`config.mk`:
```
export PLATFORM = sky130hd
export DESIGN_NAME = fsp_host
export DESIGN_NICKNAME = d
export VERILOG_FILES = /design/src/logic/fsp_pkg.sv /design/src/logic/fsp_cyc_if.sv /design/src/logic/fsp_cycle.sv /design/src/logic/fsp_host.sv
export SDC_FILE = /design/constraint.sdc
export NUM_CORES = 1
export LEC_CHECK = 0
export BUFFER_PORTS_ARGS = -buffer_cell sky130_fd_sc_hd__buf_4
export CORE_MARGIN = 8
export CORE_UTILIZATION = 52
export DETAILED_ROUTE_END_ITERATION = 8
export GPL_ROUTABILITY_DRIVEN = 0
export PLACE_DENSITY = 0.82
export SKIP_CTS_REPAIR_TIMING = 1
export SLEW_MARGIN = 20
export SYNTH_ARGS = -nofsm -noshare
export SYNTH_HDL_FRONTEND = slang
export SYNTH_SLANG_ARGS = --single-unit
```
`constraint.sdc`:
```
create_clock -name clk_sys -period 15.8 [get_ports clk_sys]
set_input_delay 3.16 -clock clk_sys [delete_from_list [all_inputs] [get_ports clk_sys]]
set_output_delay 3.16 -clock clk_sys [all_outputs]
set_load 0.02 [all_outputs]
```
`src/logic/fsp_pkg.sv`:
```
package fsp_pkg;
    localparam int CLK_MHZ = 100;
    localparam int T_WP_NS = 70;
    localparam int T_ACC_NS = 120;
    localparam int T_UNLOCK_NS = 2000;
    localparam int T_RST_NS = 500;
    localparam int WP_CYC = (T_WP_NS * CLK_MHZ + 999) / 1000;
    // Two extra cycles cover the data synchroniser
    localparam int ACC_CYC = (T_ACC_NS * CLK_MHZ + 999) / 1000 + 2;
    localparam int UNLOCK_CYC = (T_UNLOCK_NS * CLK_MHZ + 999) / 1000;
    localparam int RST_CYC = (T_RST_NS * CLK_MHZ + 999) / 1000;

    localparam int ADDR_W = 26;
    localparam int DATA_W = 16;
    localparam int CNT_W = 16;

    localparam logic [7:0] OFS_CTRL = 8'h00;
    localparam logic [7:0] OFS_ADDR = 8'h04;
    localparam logic [7:0] OFS_WDATA = 8'h08;
    localparam logic [7:0] OFS_STATUS = 8'h0C;
    localparam logic [7:0] OFS_RDATA = 8'h10;
    localparam logic [7:0] OFS_PWD_LO = 8'h14;
    localparam logic [7:0] OFS_PWD_HI = 8'h18;

    localparam int CTRL_GO = 0;
    localparam int CTRL_OP_LSB = 1;
    localparam int CTRL_NV_OP = 4;
    localparam int CTRL_LOCK_CMD = 5;
    localparam int CTRL_ERASE = 6;

    localparam int ST_BUSY = 0;
    localparam int ST_PASS = 1;
    localparam int ST_FAIL = 2;
    localparam int ST_LOCK_OWED = 3;
    localparam int ST_REFUSED = 4;

    localparam int TOGGLE_BIT = 6;
    localparam logic [7:0] POLL_PROG_OK = 8'h00;
    localparam logic [7:0] POLL_ERASE_OK = 8'h01;

    typedef enum logic [2:0] {
        FSP_OP_WRITE = 3'b000,
        FSP_OP_READ = 3'b001,
        FSP_OP_POLL = 3'b010,
        FSP_OP_UNLOCK = 3'b011,
        FSP_OP_HWRST = 3'b100
    } fsp_op_t;
endpackage : fsp_pkg

```
`src/logic/fsp_cyc_if.sv`:
```
`timescale 1ns/10ps
interface fsp_cyc_if;
    logic req;
    logic we;
    logic [fsp_pkg::ADDR_W-1:0] addr;
    logic [fsp_pkg::DATA_W-1:0] wdata;
    logic done;
    logic [fsp_pkg::DATA_W-1:0] rdata;
    modport master (output req, output we, output addr, output wdata, input done, input rdata);
    modport engine (input req, input we, input addr, input wdata, output done, output rdata);
endinterface : fsp_cyc_if

```
`src/logic/fsp_cycle.sv`:
```
`timescale 1ns/10ps
module fsp_cycle (
    input wire logic clk_sys,
    input wire logic rst_sync_b,
    fsp_cyc_if.engine cyc,
    output logic [fsp_pkg::ADDR_W-1:0] flash_addr,
    input wire logic [fsp_pkg::DATA_W-1:0] flash_dq_i,
    output logic [fsp_pkg::DATA_W-1:0] flash_dq_o,
    output logic flash_dq_oe,
    output logic flash_ce_b,
    output logic flash_oe_b,
    output logic flash_we_b
);
    typedef enum logic [1:0] {
        FSP_C_IDLE = 2'b00,
        FSP_C_ACT = 2'b01,
        FSP_C_HOLD = 2'b10
    } fsp_cstate_t;

    typedef struct packed {
        fsp_cstate_t state;
        logic we;
        logic [7:0] cnt;
        logic [fsp_pkg::ADDR_W-1:0] addr;
        logic [fsp_pkg::DATA_W-1:0] wdata;
        logic [fsp_pkg::DATA_W-1:0] sync1;
        logic [fsp_pkg::DATA_W-1:0] sync2;
        logic [fsp_pkg::DATA_W-1:0] rdata;
    } fsp_cyc_st_t;

    fsp_cyc_st_t st_reg;
    fsp_cyc_st_t st_next;

    always_comb begin
        st_next = st_reg;
        st_next.sync1 = flash_dq_i;
        st_next.sync2 = st_reg.sync1;
        unique case (st_reg.state)
            FSP_C_IDLE: begin
                if (cyc.req) begin
                    st_next.state = FSP_C_ACT;
                    st_next.we = cyc.we;
                    st_next.addr = cyc.addr;
                    st_next.wdata = cyc.wdata;
                    st_next.cnt = cyc.we ? 8'(fsp_pkg::WP_CYC) : 8'(fsp_pkg::ACC_CYC);
                end
            end
            FSP_C_ACT: begin
                if (st_reg.cnt > 8'h01) begin
                    st_next.cnt = st_reg.cnt - 8'h01;
                end else begin
                    st_next.state = FSP_C_HOLD;
                    if (!st_reg.we) begin
                        st_next.rdata = st_reg.sync2;
                    end
                end
            end
            FSP_C_HOLD: begin
                st_next.state = FSP_C_IDLE;
            end
            default: st_next.state = FSP_C_IDLE;
        endcase
    end

    always_ff @(posedge clk_sys or negedge rst_sync_b) begin
        if (!rst_sync_b) begin
            st_reg <= '0;
        end else begin
            st_reg <= st_next;
        end
    end

    // Address and data stay put through the hold cycle so the rising strobe sees them
    assign cyc.done = (st_reg.state == FSP_C_HOLD);
    assign cyc.rdata = st_reg.rdata;
    assign flash_addr = st_reg.addr;
    assign flash_dq_o = st_reg.wdata;
    assign flash_dq_oe = st_reg.we && (st_reg.state != FSP_C_IDLE);
    assign flash_ce_b = (st_reg.state == FSP_C_IDLE);
    assign flash_we_b = !(st_reg.we && st_reg.state == FSP_C_ACT);
    assign flash_oe_b = !(!st_reg.we && st_reg.state == FSP_C_ACT);
endmodule : fsp_cycle

```
`src/logic/fsp_host.sv`:
```
`timescale 1ns/10ps
module fsp_host (
    input wire logic clk_sys,
    input wire logic rst_b,
    input wire logic psel,
    input wire logic penable,
    input wire logic pwrite,
    input wire logic [7:0] paddr,
    input wire logic [31:0] pwdata,
    output logic [31:0] prdata,
    output logic pready,
    output logic pslverr,
    output logic [fsp_pkg::ADDR_W-1:0] flash_addr,
    input wire logic [fsp_pkg::DATA_W-1:0] flash_dq_i,
    output logic [fsp_pkg::DATA_W-1:0] flash_dq_o,
    output logic flash_dq_oe,
    output logic flash_ce_b,
    output logic flash_oe_b,
    output logic flash_we_b,
    output logic flash_reset_b
);
    typedef enum logic [2:0] {
        FSP_IDLE = 3'b000,
        FSP_SPACE = 3'b001,
        FSP_ISSUE = 3'b010,
        FSP_SETTLE = 3'b011,
        FSP_RSTP = 3'b100
    } fsp_state_t;

    typedef struct packed {
        fsp_state_t state;
        fsp_pkg::fsp_op_t op;
        logic nv_op;
        logic lock_cmd;
        logic erase;
        logic req;
        logic [1:0] word_idx;
        logic first;
        logic prev6;
        logic pass;
        logic fail;
        logic lock_owed;
        logic refused;
        logic rst_pin;
        logic [fsp_pkg::CNT_W-1:0] cnt;
        logic [fsp_pkg::CNT_W-1:0] since_unlock;
        logic [fsp_pkg::ADDR_W-1:0] addr;
        logic [fsp_pkg::DATA_W-1:0] wdata;
        logic [fsp_pkg::DATA_W-1:0] rdata;
        logic [63:0] pwd;
        logic [31:0] prdata;
    } fsp_st_t;

    fsp_st_t st_reg;
    fsp_st_t st_next;
    logic rst_s1;
    logic rst_sync_b;
    fsp_cyc_if cyc ();

    ////////////////////////////////////////////////////////////////////////////////
    always_ff @(posedge clk_sys or negedge rst_b) begin
        if (!rst_b) begin
            rst_s1 <= 1'b0;
            rst_sync_b <= 1'b0;
        end else begin
            rst_s1 <= 1'b1;
            rst_sync_b <= rst_s1;
        end
    end

    fsp_cycle u_cycle (
        .clk_sys(clk_sys),
        .rst_sync_b(rst_sync_b),
        .cyc(cyc),
        .flash_addr(flash_addr),
        .flash_dq_i(flash_dq_i),
        .flash_dq_o(flash_dq_o),
        .flash_dq_oe(flash_dq_oe),
        .flash_ce_b(flash_ce_b),
        .flash_oe_b(flash_oe_b),
        .flash_we_b(flash_we_b)
    );

    ////////////////////////////////////////////////////////////////////////////////
    logic setup;
    logic wr_go;
    logic mapped;
    logic [7:0] low_byte;
    logic [7:0] poll_ok;

    assign setup = psel && !penable;
    assign wr_go = pready && pwrite && paddr == fsp_pkg::OFS_CTRL && pwdata[fsp_pkg::CTRL_GO];
    assign mapped = paddr inside {fsp_pkg::OFS_CTRL, fsp_pkg::OFS_ADDR, fsp_pkg::OFS_WDATA,
        fsp_pkg::OFS_STATUS, fsp_pkg::OFS_RDATA, fsp_pkg::OFS_PWD_LO, fsp_pkg::OFS_PWD_HI};
    assign low_byte = cyc.rdata[7:0];
    assign poll_ok = st_reg.erase ? fsp_pkg::POLL_ERASE_OK : fsp_pkg::POLL_PROG_OK;

    always_comb begin
        st_next = st_reg;
        if (st_reg.since_unlock != '1) begin
            st_next.since_unlock = st_reg.since_unlock + 1'b1;
        end
        // Writes land at the access edge; reads are captured in setup so prdata is a flop
        if (pready && pwrite) begin
            unique case (paddr)
                fsp_pkg::OFS_ADDR: st_next.addr = pwdata[fsp_pkg::ADDR_W-1:0];
                fsp_pkg::OFS_WDATA: st_next.wdata = pwdata[fsp_pkg::DATA_W-1:0];
                fsp_pkg::OFS_PWD_LO: st_next.pwd[31:0] = pwdata;
                fsp_pkg::OFS_PWD_HI: st_next.pwd[63:32] = pwdata;
                fsp_pkg::OFS_STATUS: begin
                    if (pwdata[fsp_pkg::ST_PASS]) st_next.pass = 1'b0;
                    if (pwdata[fsp_pkg::ST_FAIL]) st_next.fail = 1'b0;
                    if (pwdata[fsp_pkg::ST_REFUSED]) st_next.refused = 1'b0;
                end
                default: ;
            endcase
        end
        if (setup && !pwrite) begin
            unique case (paddr)
                fsp_pkg::OFS_CTRL: st_next.prdata = {25'h0, st_reg.erase, st_reg.lock_cmd,
                    st_reg.nv_op, st_reg.op, 1'b0};
                fsp_pkg::OFS_ADDR: st_next.prdata = 32'(st_reg.addr);
                fsp_pkg::OFS_WDATA: st_next.prdata = 32'(st_reg.wdata);
                fsp_pkg::OFS_STATUS: st_next.prdata = {27'h0, st_reg.refused, st_reg.lock_owed,
                    st_reg.fail, st_reg.pass, st_reg.state != FSP_IDLE};
                fsp_pkg::OFS_RDATA: st_next.prdata = 32'(st_reg.rdata);
                fsp_pkg::OFS_PWD_LO: st_next.prdata = st_reg.pwd[31:0];
                fsp_pkg::OFS_PWD_HI: st_next.prdata = st_reg.pwd[63:32];
                default: st_next.prdata = 32'h0000_0000;
            endcase
        end

        ////////////////////////////////////////////////////////////////////////////
        unique case (st_reg.state)
            FSP_IDLE: begin
                if (wr_go) begin
                    st_next.op = fsp_pkg::fsp_op_t'(pwdata[fsp_pkg::CTRL_OP_LSB +: 3]);
                    st_next.nv_op = pwdata[fsp_pkg::CTRL_NV_OP];
                    st_next.lock_cmd = pwdata[fsp_pkg::CTRL_LOCK_CMD];
                    st_next.erase = pwdata[fsp_pkg::CTRL_ERASE];
                    st_next.word_idx = 2'b00;
                    st_next.first = 1'b1;
                    unique case (pwdata[fsp_pkg::CTRL_OP_LSB +: 3])
                        fsp_pkg::FSP_OP_UNLOCK: st_next.state = FSP_SPACE;
                        fsp_pkg::FSP_OP_HWRST: begin
                            st_next.state = FSP_RSTP;
                            st_next.rst_pin = 1'b1;
                            st_next.cnt = fsp_pkg::CNT_W'(fsp_pkg::RST_CYC);
                        end
                        default: begin
                            st_next.state = FSP_ISSUE;
                            st_next.req = 1'b1;
                        end
                    endcase
                end
            end
            FSP_SPACE: begin
                // Unlock attempts slower than one per interval defeat password guessing
                if (st_reg.since_unlock >= fsp_pkg::CNT_W'(fsp_pkg::UNLOCK_CYC)) begin
                    st_next.state = FSP_ISSUE;
                    st_next.req = 1'b1;
                end
            end
            FSP_ISSUE: begin
                if (cyc.done) begin
                    st_next.req = 1'b0;
                    st_next.rdata = cyc.rdata;
                    st_next.state = FSP_IDLE;
                    unique case (st_reg.op)
                        fsp_pkg::FSP_OP_WRITE: begin
                            if (st_reg.lock_cmd) st_next.lock_owed = 1'b0;
                        end
                        fsp_pkg::FSP_OP_POLL: begin
                            st_next.first = 1'b0;
                            st_next.prev6 = cyc.rdata[fsp_pkg::TOGGLE_BIT];
                            if (st_reg.first || st_reg.prev6 != cyc.rdata[fsp_pkg::TOGGLE_BIT]) begin
                                st_next.state = FSP_ISSUE;
                                st_next.req = 1'b1;
                            end else if (low_byte == poll_ok) begin
                                st_next.pass = 1'b1;
                                if (st_reg.nv_op) st_next.lock_owed = 1'b1;
                            end else begin
                                st_next.fail = 1'b1;
                            end
                        end
                        fsp_pkg::FSP_OP_UNLOCK: begin
                            st_next.word_idx = st_reg.word_idx + 2'b01;
                            if (st_reg.word_idx == 2'b11) begin
                                st_next.state = FSP_SETTLE;
                                st_next.since_unlock = '0;
                            end else begin
                                st_next.state = FSP_ISSUE;
                                st_next.req = 1'b1;
                            end
                        end
                        default: ;
                    endcase
                end
            end
            FSP_SETTLE: begin
                if (st_reg.since_unlock >= fsp_pkg::CNT_W'(fsp_pkg::UNLOCK_CYC)) begin
                    st_next.state = FSP_IDLE;
                    st_next.pass = 1'b1;
                end
            end
            FSP_RSTP: begin
                if (st_reg.cnt > fsp_pkg::CNT_W'(1)) begin
                    st_next.cnt = st_reg.cnt - 1'b1;
                end else begin
                    st_next.rst_pin = 1'b0;
                    st_next.state = FSP_IDLE;
                end
            end
            default: st_next.state = FSP_IDLE;
        endcase
        // Set wins: a refusal in the same cycle as its clear is kept
        if (wr_go && st_reg.state != FSP_IDLE) begin
            st_next.refused = 1'b1;
        end
    end

    always_ff @(posedge clk_sys or negedge rst_sync_b) begin
        if (!rst_sync_b) begin
            st_reg <= '0;
            st_reg.since_unlock <= '1;
            st_reg.pwd <= '1;
        end else begin
            st_reg <= st_next;
        end
    end

    ////////////////////////////////////////////////////////////////////////////////
    logic [fsp_pkg::DATA_W-1:0] cyc_wdata;

    always_comb begin
        unique case (st_reg.word_idx)
            2'b00: cyc_wdata = st_reg.pwd[15:0];
            2'b01: cyc_wdata = st_reg.pwd[31:16];
            2'b10: cyc_wdata = st_reg.pwd[47:32];
            2'b11: cyc_wdata = st_reg.pwd[63:48];
        endcase
    end

    assign cyc.req = st_reg.req;
    assign cyc.we = st_reg.op == fsp_pkg::FSP_OP_WRITE || st_reg.op == fsp_pkg::FSP_OP_UNLOCK;
    assign cyc.addr = st_reg.addr;
    assign cyc.wdata = st_reg.op == fsp_pkg::FSP_OP_UNLOCK ? cyc_wdata : st_reg.wdata;
    assign prdata = st_reg.prdata;
    assign pready = psel && penable;
    assign pslverr = psel && penable && !mapped;
    assign flash_reset_b = !st_reg.rst_pin;
endmodule : fsp_host

```
==> results.yml, run 1 <==
grt:
  grt_antenna_before_repair: 0
  global_route.overflow_total: 0
  grt_total_usage_pct: 21.14
  pin_count_of_the_biggest_net_entering_global_routing: 194
  grt_pass1_vias: 9981
  first_pass_grt_wire_length_um: 56150
setup_path:
  worst_path_dominant_cell_family: "simple AND/OR/NAND/NOR gates"
  critPathBufInv: 2
  setup_crit_path_kind: "in -> out"
  max_stage_delay_ns: 0.60
  worst_path_cell_chain: "buf_4, or3_1, nor2_1, a21boi_0, buf_4"
  cp_data_required_time_ns: 12.64
  crit_path_max_fanout: 13
  crit_path_end_kind: "output pin"
  critical-path-slowest-cell: "sky130_fd_sc_hd__or3_1"
  cp_common_cell: "sky130_fd_sc_hd__buf_4"
  worst_setup_path_start_kind: "primary input"
  cp.arrival_ns: 4.52
floorplanning:
  floorplan.die_area_mm2: 0.03323
  die_y_um: 182.3
  coreArea_mm2: 0.02748
  num_io_pins: 142
  floorplan.initialDensity_pct: 52.33
  floorplan.rows: 61
  die_w_um: 182.3
finish:
  register_area_mm2: 0.007811
  layout.filler_cells: 2177
  layout.cells.non_filler: 1656
  syn2layout_area_growth_pct: 12.76
  insertedDiodeCount: 0
  multi_input_area_mm2: 0.005690
  utilization_pct: 59.01
  final_net_count: 1357
  largest_register_ffs: 146
  layout-drive-gt1-share_pct: 36.87
routing:
  drc: 0
  routed_wire_length_per_instance_um: 21.71
  firstDrtPassIters: 8
  drt_wl_total_um: 35950
  vias: 9968
  drt_first_iter_violations: 1149
  drt_antenna_net_count: 0
  drt-vias-per-instance: 6.019
pwr:
  peakVddDrop_v: 0.00007123
  netSwitchingFraction_pct: 22.23
  power.density_mw_per_mm2: 103.3
  part_of_the_power_in_the_clock_network_pct: 45.9
  p_comb_share_pct: 5.1
  internal_portion_of_total_power_w: 0.001303
  leakagePower_nw: 7.400
  netSwitchingPower_w: 0.0003723
  total_power_w: 0.001675
  pwr-share-seq_pct: 49.0
place:
  io_buffer_count: 141
  detailed_place_hpwl_um: 24800
  placed_cells_incl_taps: 1598
logic_synthesis:
  yosys-top-cells-area: "sky130_fd_sc_hd__dfrtp_1 (40%), sky130_fd_sc_hd__dfstp_2 (15%), sky130_fd_sc_hd__mux2_2 (14%)"
  synthArstFlopShare_pct: 100.0
  synth.yosys.seq_area_share_pct: 54.30
  synth-main-ff-cell: "sky130_fd_sc_hd__dfrtp_1"
  synth.net_count: 1313
  syn_inst: 1242
  synthesis.area_mm2: 0.01438
  synth_edf_count: 0
  netlist.area_leader.share_pct: 39.68
  ys_seq_elements: 308
  yosys.area.top_type: "sky130_fd_sc_hd__dfrtp_1"
  synthesized_area_per_cell_um2: 11.58
  ys.warnings.count: 0
  yosysUniqueCellTypes: 70
timing:
  finalSetupViolations: 0
  fmax_ghz: 0.1303
  hold_ws_ns: 0.3425
  clock-skew-final_ns: 0.008695
  layout_min_cycle_time_ns: 7.677
  maxSlewHeadroom_pct: 28.54
  report.final.slew_viol_count: 0
  hold_viol_final: 0
  tightest_slew_ns: 1.072
  period_share_pct: 48.59
  setup_repair_after_global_routing_missed_its_margin: "false"
  setup-tns-final_ns: 0
clocking:
  clk-insertion-delay-late_ns: 0.55
  tritoncts: "done"
  clock-sinks: 308
  worst_setup_hold_path_clk_slew_ns: 0.06
  clock-root-buffer: "sky130_fd_sc_hd__clkbuf_16"
  clock_path_buffers: 3
  cts-buffers-inserted: 31
  ctsHtreeMaxLevel: 1
status:
  status: "finished, final reports clean"
flow_run:
  max_cap_viol_count: 0
worst_hold_path:
  hold_class: "reg -> reg"
layer usage:
metal | part of all wire [%] | track usage (%) | up-vias
met5 | 0 | 0 | -
met4 | 3.9 | 9.052 | 0
met3 | 8.1 | 4.136 | 83
met2 | 44 | 30.94 | 449
met1 | 43 | 30.29 | 4985
li1 | - | - | 4451
layout by cell type, fill, tap and decap left out, drive strengths merged, types with 9 or more instances in the layout:
master / n
o21ai: 52
a21oi: 20
or3: 9
nand3: 24
nor2: 93
mux2: 173
dfrtp: 228
ha: 10
xnor2: 16
o22ai: 10
a31oi: 20
and3: 12
nand2: 129
a22o: 22
clkbuf: 39
a22oi: 12
dfstp: 80
nor2b: 10
a221oi: 16
clkinv: 9
nor4: 15
a222oi: 16
inv: 14
mux2i: 23
buf: 150
nor3: 20
power by group through the flow:
stage	Sequential, W	Combinational, W	Clock [W]
6_report	0.000821	0.0000861	0.000768
5_1_grt	0.000822	0.0000935	0.000814
4_1_cts	0.000821	0.0000860	0.000780
3_5_place_dp	0.000834	0.0000853	0
3_3_place_gp	0.000833	0.0000840	0
2_1_floorplan	0.000838	0.0000469	0
kinds of logic (layout without fill, tap and decap cells):
family | count (synthesis) | count (layout) | synth area share (%)
adders and majority gates | 10 | 10 | 0.8702
DFF | 308 | 308 | 54.30
other | 1 | 1 | 0.02608
and+or+nand+nor | 349 | 349 | 11.87
buffers and inverters | 151 | 219 | 6.178
muxes | 198 | 198 | 15.46
xor gates and xnor gates | 22 | 22 | 1.340
AOI/OAI and AO/OA | 203 | 203 | 9.955
Yosys cell counts (3+ instances only):
cell                       count
sky130_fd_sc_hd__or3_1         9
sky130_fd_sc_hd__clkbuf_1     42
sky130_fd_sc_hd__o22ai_1      10
sky130_fd_sc_hd__a22o_1       22
sky130_fd_sc_hd__a221oi_1     16
sky130_fd_sc_hd__mux2_2      173
sky130_fd_sc_hd__nor4_1       10
sky130_fd_sc_hd__inv_1        12
sky130_fd_sc_hd__or4_4         3
sky130_fd_sc_hd__nor2_2        3
sky130_fd_sc_hd__nor3b_1       6
sky130_fd_sc_hd__nand2_1     127
sky130_fd_sc_hd__buf_4        76
sky130_fd_sc_hd__nor2_1       90
sky130_fd_sc_hd__a31oi_1      19
sky130_fd_sc_hd__nand3_1      23
sky130_fd_sc_hd__mux2i_1      23
sky130_fd_sc_hd__nor3_1       20
sky130_fd_sc_hd__xor2_1        6
sky130_fd_sc_hd__dfstp_2      80
sky130_fd_sc_hd__a21oi_1      20
sky130_fd_sc_hd__nor2b_1      10
sky130_fd_sc_hd__o21ai_0      52
sky130_fd_sc_hd__nand4_1       3
sky130_fd_sc_hd__or4_1         4
sky130_fd_sc_hd__nor4_4        3
sky130_fd_sc_hd__ha_1         10
sky130_fd_sc_hd__buf_2        16
sky130_fd_sc_hd__o211ai_1      6
sky130_fd_sc_hd__a211oi_1      6
sky130_fd_sc_hd__and2_1        4
sky130_fd_sc_hd__dfrtp_1     228
sky130_fd_sc_hd__and3_1       12
sky130_fd_sc_hd__a22oi_1      12
sky130_fd_sc_hd__a222oi_1     16
sky130_fd_sc_hd__o31ai_1       5
sky130_fd_sc_hd__xnor2_1      16
sky130_fd_sc_hd__nand2b_1      6
stage by stage:
stage	setup slack, ns	instance area, um^2
floorplan	6.720	14380
global placement	8.159	15110
detailed placement	8.142	15110
CTS	8.143	16180
global route	8.067	16210
finish	8.123	16210
final timing paths:
path / start / end / slack (ns) / cells past startpoint
max: paddr[5] / pslverr / 8.12 / 5
min: u_cycle.st_next[30]$_DFF_PN0_ / u_cycle.st_reg[30]$_DFF_PN0_ / 0.34 / 0
max reg2reg: u_cycle.st_reg[100]$_DFFE_PN0P_ / st_reg[162]$_DFF_PN1_ / 13.17 / 5
min reg2reg: u_cycle.st_next[30]$_DFF_PN0_ / u_cycle.st_reg[30]$_DFF_PN0_ / 0.34 / 0
max in group asynchronous: rst_sync_b$_DFF_PN0_ / st_reg[115]$_DFFE_PN0P_ / 13.24 / 3
min in group asynchronous: rst_sync_b$_DFF_PN0_ / prdata[28]$_DFFE_PN0P_ / 0.35 / 0
area by class of cell:
cell class,instances,area share (%)
clock buffer,39,5.217
clock inverter,18,1.412
inverter,12,0.2778
multi-input combinational,783,35.10
sequential,308,48.18
tap,346,2.670
timing repair buffer,150,7.146
Power figures use the tool's default switching activity.
==> run 2, diff against run 1 <==
- PLACE_DENSITY: 0.82 -> 0.84
- clock period: 15.8 -> 6.5 ns (I/O delays scaled with it)
==> run 2 against run 1 <==
Cell area rose by 0.35%. Global-route usage rose by 0.52 points. Utilization is 0.20 points higher. First-iteration DRC count is 6.7% higher. Sequential share of layout area fell by 0.17 points. Count of clock-buffer cells in the layout increased by 1. Clock power grew to 2.6 times the previous value. Power grew to 2.5 times the previous value. Largest power group unchanged. Highest routed layer is now met5.
==> results.yml, run 2 (synthesis gave the netlist of run 1 again) <==
floorplanning:
  coreArea_mm2: 0.02748
  die_y_um: 182.3
  floorplan.initialDensity_pct: 52.33
  die_w_um: 182.3
  floorplan.die_area_mm2: 0.03323
  floorplan.rows: 61
  num_io_pins: 142
timing:
  clock-skew-final_ns: 0.01914
  report.final.slew_viol_count: 0
  maxSlewHeadroom_pct: 26.63
  setup_repair_after_global_routing_missed_its_margin: "false"
  hold_viol_final: 0
  worst_slack_ns: 2.625
  period_share_pct: 59.62
  setup-tns-final_ns: 0
  layout_min_cycle_time_ns: 3.875
  finalSetupViolations: 0
  tightest_slew_ns: 1.101
  fmax_ghz: 0.2581
setup_path:
  cp_common_cell: "sky130_fd_sc_hd__buf_4"
  crit_path_max_fanout: 13
  critical-path-slowest-cell: "sky130_fd_sc_hd__or3_1"
  critPathBufInv: 2
  max_stage_delay_ns: 0.62
  setup_crit_path_kind: "in -> out"
  worstSetupEndpoint: "pslverr"
  setup.worst_path.start: "paddr[5]"
  timing.reg2reg.worst_path_depth: 5
  cp.depth: 5
  crit_path_end_kind: "output pin"
  cp.arrival_ns: 2.58
  r2r-end: "st_reg[169]$_DFF_PN1_"
  worst_path_cell_chain: "buf_4, or3_1, nor2_1, a21boi_0, buf_4"
  worst_path_dominant_cell_family: "simple AND/OR/NAND/NOR gates"
  timing.rr.start: "st_reg[202]$_DFFE_PN0P_"
  worst_setup_path_start_kind: "primary input"
  cp_data_required_time_ns: 5.20
  r2r_setup_slack_ns: 3.95
finish:
  final_area_mm2: 0.01627
  final_net_count: 1357
  final_common_cell: "sky130_fd_sc_hd__dfrtp_1"
  syn2layout_area_growth_pct: 13.15
  layout-drive-gt1-share_pct: 37.02
  layout.cells.most_common_list: "sky130_fd_sc_hd__dfrtp_1 (227), sky130_fd_sc_hd__mux2_2 (173), sky130_fd_sc_hd__buf_4 (149)"
  largest_register_ffs: 146
grt:
  grt_use_met3_pct: 4.534
  pin_count_of_the_biggest_net_entering_global_routing: 83
  first_pass_grt_wire_length_um: 57960
  gr-usage-met2_pct: 33.15
  grt_total_usage_pct: 21.66
  global_route.overflow_total: 0
  grt_pass1_vias: 10180
  grtUsageMet1_pct: 29.70
  peak_usage_layer_in_the_global_routing_report: "met2"
  grt_antenna_before_repair: 2
status:
  status: "finished, final reports clean"
routing:
  routed_wire_length_per_instance_um: 22.09
  drt_first_iter_violations: 1226
  firstDrtPassIters: 8
  drc: 0
  vias: 10230
  drt_wl_total_um: 36600
  drt-vias-per-instance: 6.171
  drt_antenna_net_count: 0
pwr:
  netSwitchingPower_w: 0.0009259
  internal_portion_of_total_power_w: 0.003264
  p_comb_share_pct: 5.1
  peakVddDrop_v: 0.0002327
  pwr-share-seq_pct: 47.6
  part_of_the_power_in_the_clock_network_pct: 47.3
  power.density_mw_per_mm2: 257.5
  leakagePower_nw: 7.422
  netSwitchingFraction_pct: 22.10
clocking:
  clock-sinks: 308
  clk-insertion-delay-late_ns: 0.56
  worst_setup_hold_path_clk_slew_ns: 0.07
  clock_path_buffers: 3
  cts-buffers-inserted: 31
  ctsHtreeMaxLevel: 1
  tritoncts: "done"
  clock-root-buffer: "sky130_fd_sc_hd__clkbuf_16"
flow_run:
  max_cap_viol_count: 0
place:
  place_ws_ns: 2.481
  io_buffer_count: 141
  postPlaceCellArea_mm2: 0.01510
  detailed_place_hpwl_um: 25200
worst_hold_path:
  hold_class: "reg -> async"
## run 2: cell types whose count changed in the layout (fill, tap and decap cells not counted), sizes merged
cell      previous run  this run
clkbuf              39        40
diode                0         1
bufinv               5         7
clkinvlp             2         3
inv                 14        13
clkinv               9         6
## run 2: final cells by class
class / instances / area [um^2]
diodes: 1 / 2.502
clock buffers: 40 / 869.6
clock inverters: 17 / 271.5
fillers: 2087 / 11210
inverters: 12 / 45.04
multi-input cells: 783 / 5690
flip-flops and latches: 308 / 7811
well taps: 346 / 432.9
repair buffers: 150 / 1146
## run 2: layer usage
layer / up-vias / part of all wire (%) / routed length, um
met3: 90 / 8.8 / 3213
met5: - / 0.036 / 13
met1: 5112 / 42 / 15270
met2: 555 / 46 / 16690
li1: 4467 / - / -
met4: 2 / 3.9 / 1412
## run 2: worst min path at each step
stage                     cells after the start                           from  slack, ns                                 end
after global routing                          0           rst_sync_b$_DFF_PN0_       0.27  u_cycle.flash_addr[11]$_DFFE_PN0P_
final                                         0           rst_sync_b$_DFF_PN0_       0.25  u_cycle.flash_addr[11]$_DFFE_PN0P_
after global placement                        0  u_cycle.st_next[24]$_DFF_PN0_       0.33        u_cycle.st_reg[24]$_DFF_PN0_
after floorplan                               0               rst_s1$_DFF_PN0_       0.33                rst_sync_b$_DFF_PN0_
after CTS                                     0  u_cycle.st_next[25]$_DFF_PN0_       0.35        u_cycle.st_reg[25]$_DFF_PN0_
after detailed placement                      0  u_cycle.st_next[20]$_DFF_PN0_       0.34        u_cycle.st_reg[20]$_DFF_PN0_
## run 2: power groups by stage
stage	combinational, W	clock, W	sequential [W]
after global routing	0.000231	0.00208	0.00200
final	0.000212	0.00198	0.00200
after detailed placement	0.000204	0	0.00203
after CTS	0.000205	0.00200	0.00200
after global placement	0.000198	0	0.00203
after floorplan	0.000114	0	0.00204
## run 2: per-stage QoR
step | power, W | hold slack (ns) | cells | utilization [%]
CTS | 0.004210 | 0.3481 | 1655 | 59.09
floorplan | 0.002150 | 0.3311 | 1242 | -
detailed placement | 0.002237 | 0.3355 | 1598 | 54.94
finish | 0.004190 | 0.2496 | 1657 | 59.21
global route | 0.004310 | 0.2682 | 1657 | 59.21
global placement | 0.002231 | 0.3339 | 1598 | 54.94
